File: src/rtl/cps_pkg.sv
// constants, types and decode helpers for converter power-state control
`default_nettype none
package cps_pkg;
  // ----------------------------------------------------------------
  // register byte offsets
  // ----------------------------------------------------------------
  localparam logic [7:0] CTRL_OFS = 8'h00;
  localparam logic [7:0] CLKS_OFS = 8'h04;
  localparam logic [7:0] SAMP_OFS = 8'h08;
  localparam logic [7:0] CNTS_OFS = 8'h0c;
  localparam logic [7:0] TRIM_OFS = 8'h10;
  localparam logic [7:0] STAT_OFS = 8'h14;
  localparam logic [7:0] FLAG_OFS = 8'h18;
  localparam logic [7:0] CALV_OFS = 8'h1c;
  // ----------------------------------------------------------------
  // control word fields and reset value
  // ----------------------------------------------------------------
  localparam int CTRL_RESETB = 0;
  localparam int CTRL_BIAS   = 1;
  localparam int CTRL_ADCEN  = 2;
  localparam int CTRL_SKIP   = 3;
  localparam int CTRL_EXTREF = 4;
  localparam int CTRL_REFSEL = 5;
  localparam logic [5:0] CTRL_RST = 6'h00;
  localparam int FLAG_READY  = 0;
  // ----------------------------------------------------------------
  // timing
  // ----------------------------------------------------------------
  localparam int CLK_HZ      = 20_000_000;
  localparam int CAL_TIME_MS = 100;
  localparam int CAL_CYCLES  = CLK_HZ / 1000 * CAL_TIME_MS;
  localparam logic [8:0] TRACK_BASE = 9'h004;
  localparam logic [8:0] TRACK_MIN  = 9'h008;
  localparam logic [8:0] HOLD_BASE  = 9'h011;
  localparam logic [3:0] DIV_MAX    = 4'h3;
  // ----------------------------------------------------------------
  // states and reference choices
  // ----------------------------------------------------------------
  typedef enum logic [4:0] {
    ST_RESET = 5'b00001,
    ST_SLEEP = 5'b00010,
    ST_NAP   = 5'b00100,
    ST_CAL   = 5'b01000,
    ST_ON    = 5'b10000
  } cps_state_t;
  localparam logic [1:0] REF_INT_125 = 2'h0;
  localparam logic [1:0] REF_INT_204 = 2'h1;
  localparam logic [1:0] REF_EXT     = 2'h2;

  function automatic logic [12:0] cps_bias_cycles(input logic [3:0] s);
    if (s <= 4'h8) return 13'(13'h004 << s);
    else if (s <= 4'hd) return 13'(13'h200 * 13'(s - 4'h6));
    else if (s == 4'he) return 13'hffe;
    else return 13'h1200;
  endfunction

  function automatic logic [5:0] cps_wake_cycles(input logic [3:0] s);
    if (s[3]) return 6'(({2'h0, s} - 6'h03) << 2);
    else return 6'(({2'h0, s} + 6'h01) << 1);
  endfunction

  function automatic logic [1:0] cps_ref_mode(input logic ext,
                                              input logic sel);
    if (ext) return REF_EXT;
    else if (sel) return REF_INT_204;
    else return REF_INT_125;
  endfunction
endpackage
`default_nettype wire

File: src/rtl/cps_tim_if.sv
// carrier between the state controller and its timing generator
`timescale 1ns/1ps
`default_nettype none
interface cps_tim_if;
  logic [3:0] clkdiv;
  logic [7:0] track_cnt;
  logic [7:0] idle_cnt;
  logic [3:0] bias_set;
  logic [3:0] wake_set;
  logic       run;
  logic       wake_go;
  logic       bit_en;
  logic       sample_clk;
  logic       bias_done;
  logic       wake_done;
  modport ctl (output clkdiv, track_cnt, idle_cnt, bias_set, wake_set,
               run, wake_go,
               input  bit_en, sample_clk, bias_done, wake_done);
  modport tim (input  clkdiv, track_cnt, idle_cnt, bias_set, wake_set,
               run, wake_go,
               output bit_en, sample_clk, bias_done, wake_done);
endinterface
`default_nettype wire

File: src/rtl/cps_timing.sv
// bit clock divider, sample clock and warm-up counters
`timescale 1ns/1ps
`default_nettype none
module cps_timing (
  // clock and reset
  input wire logic pclk,
  input wire logic presetn,
  // link to controller
  cps_tim_if.tim   t
);
  logic [3:0] div_reg;
  logic [8:0] ph_reg;
  logic       sclk_reg;
  logic       srise;
  logic [12:0] bcnt_reg;
  logic [5:0] wcnt_reg;
  logic       bdone_reg;
  logic       wdone_reg;
  logic [3:0] div_lim;
  logic [8:0] ph_lim;
  logic [8:0] track_len;

  // ----------------------------------------------------------------
  // bit clock enable
  // ----------------------------------------------------------------
  assign div_lim  = 4'((5'h02 << t.clkdiv[1:0]) - 5'h01);
  assign t.bit_en = t.run & ((t.clkdiv > cps_pkg::DIV_MAX) |
                             (div_reg == div_lim));

  always_ff @(posedge pclk or negedge presetn) begin
    if (!presetn) div_reg <= 4'h0;
    else if (!t.run || t.bit_en) div_reg <= 4'h0;
    else div_reg <= div_reg + 4'h1;
  end

  // ----------------------------------------------------------------
  // sample clock
  // ----------------------------------------------------------------
  // track is clamped so a tiny count cannot starve the sampler
  assign track_len = (cps_pkg::TRACK_BASE + 9'(t.track_cnt) <
                      cps_pkg::TRACK_MIN) ? cps_pkg::TRACK_MIN :
                     cps_pkg::TRACK_BASE + 9'(t.track_cnt);
  assign ph_lim = sclk_reg ? track_len - 9'h001 :
                  cps_pkg::HOLD_BASE + 9'(t.idle_cnt) - 9'h001;
  assign srise  = t.bit_en & !sclk_reg & (ph_reg == ph_lim);
  assign t.sample_clk = sclk_reg;

  always_ff @(posedge pclk or negedge presetn) begin
    if (!presetn) begin
      ph_reg   <= 9'h000;
      sclk_reg <= 1'b0;
    end else if (!t.run) begin
      ph_reg   <= 9'h000;
      sclk_reg <= 1'b0;
    end else if (t.bit_en) begin
      if (ph_reg == ph_lim) begin
        ph_reg   <= 9'h000;
        sclk_reg <= !sclk_reg;
      end else begin
        ph_reg <= ph_reg + 9'h001;
      end
    end
  end

  // ----------------------------------------------------------------
  // bias and wake-up counters, stepped by the sample clock
  // ----------------------------------------------------------------
  always_ff @(posedge pclk or negedge presetn) begin
    if (!presetn) begin
      bcnt_reg  <= 13'h0000;
      bdone_reg <= 1'b0;
    end else if (!t.run) begin
      bcnt_reg  <= 13'h0000;
      bdone_reg <= 1'b0;
    end else if (srise && !bdone_reg) begin
      bcnt_reg  <= bcnt_reg + 13'h0001;
      bdone_reg <= (bcnt_reg + 13'h0001 ==
                    cps_pkg::cps_bias_cycles(t.bias_set));
    end
  end

  always_ff @(posedge pclk or negedge presetn) begin
    if (!presetn) begin
      wcnt_reg  <= 6'h00;
      wdone_reg <= 1'b0;
    end else if (!t.run || t.wake_go) begin
      wcnt_reg  <= 6'h00;
      wdone_reg <= 1'b0;
    end else if (srise && !wdone_reg) begin
      wcnt_reg  <= wcnt_reg + 6'h01;
      wdone_reg <= (wcnt_reg + 6'h01 ==
                    cps_pkg::cps_wake_cycles(t.wake_set));
    end
  end

  assign t.bias_done = bdone_reg;
  assign t.wake_done = wdone_reg;
endmodule
`default_nettype wire

File: src/rtl/cps_ctrl.sv
// converter power-state controller with apb register file
//
// The APB slave port and the placing of the registers were decided locally.
`timescale 1ns/1ps
`default_nettype none
// Operation
// any reset drops bias, clears calibration
// state follows control bits; ready only active
// stay reset while release low; then sleep
// bias enable moves sleep to nap
// software times 500us regulator warm-up
// software sets sample rate in nap
// enable without skip runs 100ms calibration
// active after calibration; ready event, status
// calibration only entered from nap
// calibration kept until reset state
// software initialisation order ends with release
// reference chosen by external and select bits
// software calibrating entry sequence from nap
// software skip entry needs prior calibration
// flag bits clear on write of one
// software picks bias and wake settings
// bias setting decodes to table counts
// wake setting decodes to table counts
// trim pending, applied on calibrating entry
// sample high 4+track, low 17+idle; the code keeps high at least 8 bit clocks
// divider two to setting+1, else bypass
// warm counters on sample clock gate core
// clearing enables falls back, keeps calibration
module cps_ctrl #(
  parameter int CAL_CYCLES = cps_pkg::CAL_CYCLES
) (
  // clock and reset
  input  wire logic        pclk,
  input  wire logic        presetn,
  input  wire logic        periph_rst,
  // apb slave
  input  wire logic        psel,
  input  wire logic        penable,
  input  wire logic        pwrite,
  input  wire logic [7:0]  paddr,
  input  wire logic [31:0] pwdata,
  output var  logic [31:0] prdata,
  output var  logic        pready,
  output var  logic        pslverr,
  // converter core side
  output var  logic        bias_reg_en,
  output var  logic        core_en,
  output var  logic [1:0]  ref_mode,
  output var  logic        converter_bit_clock,
  output var  logic        sample_clk,
  output var  logic        core_usable,
  output var  logic [7:0]  cal_trim,
  output var  logic        ready
);
  cps_tim_if t ();

  cps_pkg::cps_state_t state_reg;
  cps_pkg::cps_state_t state_next;
  logic [5:0]  ctrl_reg;
  logic [3:0]  clkdiv_reg;
  logic [15:0] samp_reg;
  logic [7:0]  cnts_reg;
  logic [7:0]  trim_reg;
  logic [7:0]  cal_trim_reg;
  logic        flag_reg;
  logic [31:0] cal_cnt_reg;
  logic [31:0] prdata_reg;
  logic [31:0] rdata_next;
  logic        setup;
  logic        wr;
  logic        hit;
  logic        cal_done;
  logic        ready_evt;

  // ----------------------------------------------------------------
  // apb access
  // ----------------------------------------------------------------
  function automatic logic cps_is_wr(input logic [7:0] a,
                                     input logic [7:0] ofs);
    return psel && penable && pwrite && a == ofs;
  endfunction

  assign setup   = psel && !penable;
  assign wr      = psel && penable && pwrite;
  assign hit     = paddr inside {cps_pkg::CTRL_OFS, cps_pkg::CLKS_OFS,
                   cps_pkg::SAMP_OFS, cps_pkg::CNTS_OFS, cps_pkg::TRIM_OFS,
                   cps_pkg::STAT_OFS, cps_pkg::FLAG_OFS, cps_pkg::CALV_OFS};
  assign pready  = 1'b1;
  assign pslverr = psel && penable && !hit;
  assign prdata  = prdata_reg;

  // ----------------------------------------------------------------
  // software registers
  // ----------------------------------------------------------------
  always_ff @(posedge pclk or negedge presetn) begin
    if (!presetn) begin
      ctrl_reg   <= cps_pkg::CTRL_RST;
      clkdiv_reg <= 4'h0;
      samp_reg   <= 16'h0000;
      cnts_reg   <= 8'h00;
    end else if (periph_rst) begin
      ctrl_reg   <= cps_pkg::CTRL_RST;
      clkdiv_reg <= 4'h0;
      samp_reg   <= 16'h0000;
      cnts_reg   <= 8'h00;
    end else begin
      if (cps_is_wr(paddr, cps_pkg::CTRL_OFS)) ctrl_reg <= pwdata[5:0];
      if (cps_is_wr(paddr, cps_pkg::CLKS_OFS)) clkdiv_reg <= pwdata[3:0];
      if (cps_is_wr(paddr, cps_pkg::SAMP_OFS)) samp_reg <= pwdata[15:0];
      if (cps_is_wr(paddr, cps_pkg::CNTS_OFS)) cnts_reg <= pwdata[7:0];
    end
  end

  // pending trim and applied calibration values
  always_ff @(posedge pclk or negedge presetn) begin
    if (!presetn) begin
      trim_reg     <= 8'h00;
      cal_trim_reg <= 8'h00;
    end else if (periph_rst || state_reg == cps_pkg::ST_RESET) begin
      trim_reg     <= 8'h00;
      cal_trim_reg <= 8'h00;
    end else begin
      if (cps_is_wr(paddr, cps_pkg::TRIM_OFS)) trim_reg <= pwdata[7:0];
      if (state_reg == cps_pkg::ST_CAL && state_next == cps_pkg::ST_ON)
        cal_trim_reg <= trim_reg;
    end
  end

  // ----------------------------------------------------------------
  // power state machine
  // ----------------------------------------------------------------
  always_comb begin
    state_next = state_reg;
    if (!ctrl_reg[cps_pkg::CTRL_RESETB]) begin
      state_next = cps_pkg::ST_RESET;
    end else begin
      unique case (state_reg)
        cps_pkg::ST_RESET: state_next = cps_pkg::ST_SLEEP;
        cps_pkg::ST_SLEEP: begin
          if (ctrl_reg[cps_pkg::CTRL_BIAS])
            state_next = cps_pkg::ST_NAP;
        end
        cps_pkg::ST_NAP: begin
          if (!ctrl_reg[cps_pkg::CTRL_BIAS])
            state_next = cps_pkg::ST_SLEEP;
          else if (ctrl_reg[cps_pkg::CTRL_ADCEN])
            state_next = ctrl_reg[cps_pkg::CTRL_SKIP] ?
                         cps_pkg::ST_ON : cps_pkg::ST_CAL;
        end
        cps_pkg::ST_CAL: begin
          if (!ctrl_reg[cps_pkg::CTRL_BIAS])
            state_next = cps_pkg::ST_SLEEP;
          else if (!ctrl_reg[cps_pkg::CTRL_ADCEN])
            state_next = cps_pkg::ST_NAP;
          else if (cal_done)
            state_next = cps_pkg::ST_ON;
        end
        cps_pkg::ST_ON: begin
          if (!ctrl_reg[cps_pkg::CTRL_BIAS])
            state_next = cps_pkg::ST_SLEEP;
          else if (!ctrl_reg[cps_pkg::CTRL_ADCEN])
            state_next = cps_pkg::ST_NAP;
        end
        default: state_next = cps_pkg::ST_RESET;
      endcase
    end
  end

  always_ff @(posedge pclk or negedge presetn) begin
    if (!presetn) state_reg <= cps_pkg::ST_RESET;
    else if (periph_rst) state_reg <= cps_pkg::ST_RESET;
    else state_reg <= state_next;
  end

  // calibration run time; restarts on every entry
  assign cal_done = cal_cnt_reg == 32'(CAL_CYCLES - 1);

  always_ff @(posedge pclk or negedge presetn) begin
    if (!presetn) cal_cnt_reg <= 32'h0;
    else if (state_reg != cps_pkg::ST_CAL) cal_cnt_reg <= 32'h0;
    else cal_cnt_reg <= cal_cnt_reg + 32'h1;
  end

  // ----------------------------------------------------------------
  // ready event flag, set wins over write-one clear
  // ----------------------------------------------------------------
  assign ready_evt = state_next == cps_pkg::ST_ON &&
                     state_reg != cps_pkg::ST_ON && !periph_rst;

  always_ff @(posedge pclk or negedge presetn) begin
    if (!presetn) flag_reg <= 1'b0;
    else if (periph_rst) flag_reg <= 1'b0;
    else if (ready_evt) flag_reg <= 1'b1;
    else if (cps_is_wr(paddr, cps_pkg::FLAG_OFS) &&
             pwdata[cps_pkg::FLAG_READY])
      flag_reg <= 1'b0;
  end

  // ----------------------------------------------------------------
  // read data, captured in the setup cycle
  // ----------------------------------------------------------------
  always_comb begin
    rdata_next = 32'h0;
    unique case (paddr)
      cps_pkg::CTRL_OFS: rdata_next = {26'h0, ctrl_reg};
      cps_pkg::CLKS_OFS: rdata_next = {28'h0, clkdiv_reg};
      cps_pkg::SAMP_OFS: rdata_next = {16'h0, samp_reg};
      cps_pkg::CNTS_OFS: rdata_next = {24'h0, cnts_reg};
      cps_pkg::TRIM_OFS: rdata_next = {24'h0, trim_reg};
      cps_pkg::STAT_OFS: rdata_next = {23'h0, t.wake_done, t.bias_done,
                                       core_usable, state_reg, ready};
      cps_pkg::FLAG_OFS: rdata_next = {31'h0, flag_reg};
      cps_pkg::CALV_OFS: rdata_next = {24'h0, cal_trim_reg};
      default:           rdata_next = 32'h0;
    endcase
  end

  always_ff @(posedge pclk or negedge presetn) begin
    if (!presetn) prdata_reg <= 32'h0;
    else if (setup && !pwrite) prdata_reg <= rdata_next;
  end

  // ----------------------------------------------------------------
  // core outputs and timing generator
  // ----------------------------------------------------------------
  assign ready       = state_reg == cps_pkg::ST_ON;
  assign bias_reg_en = state_reg inside {cps_pkg::ST_NAP, cps_pkg::ST_CAL,
                                         cps_pkg::ST_ON};
  assign core_en     = state_reg inside {cps_pkg::ST_CAL, cps_pkg::ST_ON};
  assign ref_mode    = cps_pkg::cps_ref_mode(
                         ctrl_reg[cps_pkg::CTRL_EXTREF],
                         ctrl_reg[cps_pkg::CTRL_REFSEL]);
  assign cal_trim    = cal_trim_reg;
  assign core_usable = ready && t.bias_done && t.wake_done;
  assign converter_bit_clock = t.bit_en;
  assign sample_clk  = t.sample_clk;

  assign t.clkdiv    = clkdiv_reg;
  assign t.track_cnt = samp_reg[7:0];
  assign t.idle_cnt  = samp_reg[15:8];
  assign t.bias_set  = cnts_reg[3:0];
  assign t.wake_set  = cnts_reg[7:4];
  assign t.run       = bias_reg_en;
  assign t.wake_go   = state_reg == cps_pkg::ST_NAP &&
                       state_next != cps_pkg::ST_NAP;

  cps_timing cps_timing_i (
    .pclk    (pclk),
    .presetn (presetn),
    .t       (t)
  );
endmodule
`default_nettype wire

File: config.mk
export PLATFORM = sky130hd
export DESIGN_NAME = cps_ctrl
export DESIGN_NICKNAME = d
export VERILOG_FILES = /design/src/rtl/cps_pkg.sv /design/src/rtl/cps_tim_if.sv /design/src/rtl/cps_timing.sv /design/src/rtl/cps_ctrl.sv
export SDC_FILE = /design/constraint.sdc
export NUM_CORES = 1
export LEC_CHECK = 0
export ABC_CLOCK_PERIOD_IN_PS = 5550
export BUFFER_PORTS_ARGS = -buffer_cell sky130_fd_sc_hd__buf_4
export CORE_MARGIN = 2
export CORE_UTILIZATION = 45
export CTS_CLUSTER_DIAMETER = 60
export DETAILED_ROUTE_END_ITERATION = 8
export PLACE_DENSITY = 0.69
export SYNTH_ARGS = -nofsm -noshare
export SYNTH_HDL_FRONTEND = slang
export SYNTH_HIERARCHICAL = 1
export SYNTH_SLANG_ARGS = --single-unit
File: constraint.sdc
create_clock -name pclk -period 5.55 [get_ports pclk]
set_input_delay 1.3875 -clock pclk [delete_from_list [all_inputs] [get_ports pclk]]
set_output_delay 1.3875 -clock pclk [all_outputs]
set_load 0.005 [all_outputs]
# [Word level (Yosys, flattened, before mapping)]
# Cells that the tools add are included.
[totals] register_bits=155 input_bits=46 output_inout_bits=50 elab_cells=165
[op_classes] add_sub_neg=13 n_lt_le_gt_ge=4 n_eq_ne=25 shifts=2 muxes=56 bitwise_logic=4 n_reduce_logical=44
[op_table] cell="$pmux 16 s8" n=1
[op_table] cell="$mux 13" n=7
[op_table] cell="$mux 5" n=11
[op_table] cell="$mux 8" n=6
[op_table] cell="$mux 9" n=5
[op_table] cell="$mux 6" n=7
[op_table] cell="$add 32x1->32 const B" n=1
[op_table] cell="$eq 32x21->1 const B" n=1
[op_table] cell="$eq 8x5->1 const B" n=4
[op_table] cell="$mux 16" n=2
[op_table] cell="$mux 32" n=1
[op_table] cell="$pmux 5 s5" n=1
[op_table] cell="$logic_and 1x1->1" n=20
[op_table] cell="$sub 9x1->9 const B" n=2
[op_table] cell="$eq 8x4->1 const B" n=2
[op_table] cell="$reduce_bool 2->1" n=8
[op_table] cell="$add 13x1->13 const B" n=1
[op_table] cell="$eq 13x13->1" n=1
[op_table] cell="$shl 3x4->13 const A" n=1
[op_table] cell="$mux 4" n=3
[op_table] cell="$mux 1" n=11
[op_table] cell="$eq 5x5->1 const B" n=2
[op_table] cell="$add 3x8->9 const A" n=1
[op_table] cell="$add 5x8->9 const A" n=1
[op_table] cell="other kinds (33)" n=48

# [Depth between registers and ports, before layout]
[logic_depth] ltp_word=13 depth_mapped=18 ltp_nobuf=14

# [Modules after synthesis]
# The synthesis kept the hierarchy.
[by_module_without_submodules] module="cps_ctrl" n_inst=1 cells_each=586 area_per_inst_um2=5420.2
[by_module_without_submodules] module="cps_timing" n_inst=1 cells_each=435 area_per_inst_um2=3363.2

# [Least setup slack after synthesis]
# OpenSTA, ideal clock, no wires.
[synth_timing] path_type="register to register" startpoint="reg samp_reg[3]" endpoint="reg cps_timing_i.bcnt_reg[6]" setup_ps=120 arrival_time_ps=3764 required_ps=5430 setup_slack_ps=1666 path_stages_with_launch=18 n_path_buf=4 period_less_slack_ps=3884 path_cell_list="dfrtp_1 ha_1 clkbuf_1 nand2_1 o21ai_0 nand2_1 nand2_1 ha_1 and3b_1 clkbuf_1 o2111ai_1 a221oi_1 o221ai_1 a32o_1 or4_1 buf_2 buf_6 a31o_1"
[synth_via] elab_chain_len=9
[synth_lines] element="from (decl)" line_no="cps_ctrl.sv:62" rtl="logic [15:0] samp_reg;"
[synth_lines] element="from (signal assigned)" line_no="cps_ctrl.sv:110" rtl="if (cps_is_wr(paddr, cps_pkg::SAMP_OFS)) samp_reg <= pwdata[15:0];"
[synth_lines] element="$add 3x8->9 *" line_no="cps_timing.sv:40, cps_timing.sv:42"
[synth_lines] element="$lt 9x4->1" line_no="cps_timing.sv:40" rtl="assign track_len = (cps_pkg::TRACK_BASE + 9'(t.track_cnt) <"
[synth_lines] element="$mux 9 *" line_no="cps_timing.sv:41" rtl="cps_pkg::TRACK_MIN) ? cps_pkg::TRACK_MIN :"
[synth_lines] element="$sub 9x1->9 *" line_no="cps_timing.sv:43" rtl="assign ph_lim = sclk_reg ? track_len - 9'h001 :"
[synth_lines] element="$mux 9 *" line_no="cps_timing.sv:43"
[synth_lines] element="$eq 9x9->1 *" line_no="cps_timing.sv:45" rtl="assign srise = t.bit_en & !sclk_reg & (ph_reg == ph_lim);"
[synth_lines] element="$and 1x1->1 *" line_no="cps_timing.sv:45"
[synth_lines] element="$logic_and 1x1->1 *" line_no="cps_timing.sv:75" rtl="end else if (srise && !bdone_reg) begin"
[synth_lines] element="$ne 2x2->1 (no source line) *"
[synth_lines] element="to (signal assigned)" line_no="cps_timing.sv:76" rtl="bcnt_reg <= bcnt_reg + 13'h0001;"
[synth_lines] element="to (decl)" line_no="cps_timing.sv:15" rtl="logic [12:0] bcnt_reg;"
# Every way passes the cells marked *; elsewhere a longest branch is shown, timed or not.
# A chain may end at the register's enable or synchronous reset.

# [Worst setup path after layout]
[layout_timing] startpoint="reg samp_reg[2]" endpoint="reg cps_timing_i.bcnt_reg[6]"
# The elaborated chain is that of the path after synthesis.

==> reports/metrics.csv <==
metric,value,unit
wl_per_cell,16.5,um
avgViaCountPerCell,5.73,
fmax,211,MHz
path_cells,ha_1 > nand2_1 > o21ai_0 > nand2_1 > nand2_1 > ha_1 > and3b_1 > o2111ai_1 > a221oi_1 > o22ai_1 > a32o_1 > or4_1 > a31o_1,
crit_buf_inv,0,
cts_hold_buffers,0,
r2r_slack,810,ps
cts-buffers-inserted,17,
num_rows,51,
dieHeight,144,um
setup_viol,0,
yosysTopAreaCellShare,39.3,%
grt_usage,21.5,%
setup.worst_path.start_class,flop,
power,2310,uW
slowest_delay,920,ps
slew_headroom,29.3,%
fin_tns_setup,0,ps
ys.flop_type,dfrtp_1,
cp_num_cells,13,
synth-async-reset-ratio,100,%
grt_pass1_vias,6929,
cellPowerDensity,233,nW/um2
num_io_pins,96,
cts.path.max_buffers,2,
cp_max_fo,26,
overflow,0,
syn_area_per_cell,8.60,um2
ant_nets,0,
worstPathRequired,5850,ps
critical_path_class,flop to flop,
slowest_stage,or4_1,
clk_pin_slew,60,ps
multiInputGateArea,4890,um2
reg2reg_depth,13,
synth_edf_count,0,
cts.sinks,139,
coreArea,19300,um2
fin_area,9940,um2
cts_tree,built,
synthToLayoutAreaGrowth,13.2,%
wl,21800,um
crit_top_cell,nand2_1,
yosysTopAreaCell,dfrtp_1,
endpoint,cps_timing_i/bcnt_reg[6]$_DFFE_PN0P_,
initial_core_util,45.4,%
vias,7578,
drive_gt1_share,13.8,%
period_needed,4740,ps
nets,1101,
post_cts_resize_count,0,
clock_skew,10.2,ps
cp-startpoint,samp_reg[2]$_DFFE_PN0P_,
grt_setup_unrepaired,false,
maxCapViolCount,0,
grt_max_degree,59,
remaining_drc_errors,0,
cpLargestDelayFamily,simple AND/OR/NAND/NOR gates,
hp-class,flop to flop,
leakage,0.00408,uW
ys_seq_area_share,39.6,%
drtIter0Drc,572,
seq_area,3480,um2
post-cts-setup-buffers,0,
tightest_slew,1050,ps
hold_viol_final,0,
final_core_util,51.4,%
root_buffer,clkbuf_16,
period_share,85.4,%
r2r_end,cps_timing_i/bcnt_reg[6]$_DFFE_PN0P_,
die_area,20700,um2
gp_congestion,0.900,
grt_first_pass_wirelength,35800,um
synthTopCellsByArea,"dfrtp_1 (39%), nand2_1 (5.7%), xnor2_1 (4.9%), mux2i_1 (4.3%), nor2_1 (4.2%)",
largest_register_ffs,32,
fillCellCount,1790,
status,finished clean,
cts.htree.levels,4,
dp_hpwl,15200,um
diodes,0,
r2r-start,samp_reg[2]$_DFFE_PN0P_,
grt_antenna_before_repair,0,
synth_area,8780,um2
first_pass_iters,5,
dpl_cell_area,9310,um2
hold_slack,488,ps
ys_types,82,
end_kind,flop,
synth_warnings,6,
numPortBuffers,62,
ys_ff_latch,139,
ir_worst_vdd,0.137,mV
clock_latency,420,ps
crit_arrival,5040,ps
slew_violations,0,
die_x,144,um
synthesis.instances,1021,
==> per-stage QoR <==
| step | std cells | worst slack (ps) |
|---|---|---|
| global placement | 1291 | 919 |
| floorplan | 1036 | 1670 |
| finish | 1322 | 809 |
| detailed placement | 1291 | 877 |
| global route | 1322 | 319 |
| CTS | 1322 | 867 |
==> cell families after synthesis <==
group	count (synthesis)	synth area share, %
compound gates	197	14.8
xor+xnor	71	7.24
fa+ha+maj	10	1.42
buf+inv	103	5.46
flops	139	39.6
mux	46	5.61
other cells	2	0.0855
simple gates	453	25.8
==> how the worst min path moves through the flow <==
| stage | startpoint | endpoint | slack (ps) | depth (start not counted) |
|---|---|---|---|---|
| after detailed placement | prdata[14]$_DFFE_PN0P_ | prdata[14]$_DFFE_PN0P_ | 480 | 2 |
| final | prdata[14]$_DFFE_PN0P_ | prdata[14]$_DFFE_PN0P_ | 490 | 2 |
| after CTS | cal_cnt_reg[0]$_DFF_PN0_ | cal_cnt_reg[0]$_DFF_PN0_ | 490 | 1 |
| after global placement | prdata[12]$_DFFE_PN0P_ | prdata[12]$_DFFE_PN0P_ | 470 | 2 |
| after floorplan | cal_cnt_reg[0]$_DFF_PN0_ | cal_cnt_reg[0]$_DFF_PN0_ | 450 | 1 |
| after global routing | prdata[14]$_DFFE_PN0P_ | prdata[14]$_DFFE_PN0P_ | 520 | 2 |
==> worst reg2reg max path, stage by stage, from the launching register on <==
cell and delay [ps]:
dfrtp_1 610, ha_1 460, nand2_1 190, o21ai_0 330
nand2_1 120, nand2_1 90, ha_1 280, and3b_1 330
o2111ai_1 140, a221oi_1 390, o22ai_1 120, a32o_1 280
or4_1 920, a31o_1 380
==> final cells by class <==
class	instances	share of cell area (%)
multi-input cells	794	49.2
flip-flops and latches	139	35.0
repair buffers	69	5.25
clock buffers	18	4.42
well taps	265	3.34
clock inverters	13	1.91
inverters	24	0.906
==> synthesized netlist by cell type, types with 13 or more instances <==
library cell,instances
a21oi_1,62
nand2b_1,13
xnor2_1,49
nor4_1,17
inv_1,24
and3_1,22
clkbuf_1,48
nand3_1,53
nor3_1,27
nand2_1,134
buf_4,18
dfrtp_1,138
mux2i_1,38
nor2_1,99
xor2_1,21
o21ai_0,35
nand4_1,20
==> layout by cell type (no fill, tap or decap), drive strengths merged, types with 7 or more instances in the layout <==
master / instances
or3: 8
clkbuf: 18
dfrtp: 138
conb: 17
or2: 7
nand3: 53
a21oi: 64
xnor2: 49
nor2b: 9
nor2: 107
a31o: 12
ha: 10
nor4: 21
buf: 69
nand2b: 13
and3: 23
nor3: 27
mux2i: 38
nand2: 134
o211ai: 10
a31oi: 8
inv: 28
o21ai: 40
xor2: 21
nand4: 21
==> metal layers <==
layer  global-route usage, %  up-vias  share of wire, %
met5                       0        -                 0
met4                    6.24        0               1.7
met3                    3.97       27               5.2
met2                    33.3      240                45
met1                    30.9     3648                48
li1                        -     3663                 -
==> report_power, final <==
group	switching [uW]	leakage [uW]	total, uW	internal (uW)
Clock	455	0.000296	1220	766
Combinational	52.8	0.00184	75.0	22.2
Sequential	0.649	0.00194	1010	1010
Total	509	0.00408	2310	1800
Power figures use the tool's default switching activity.
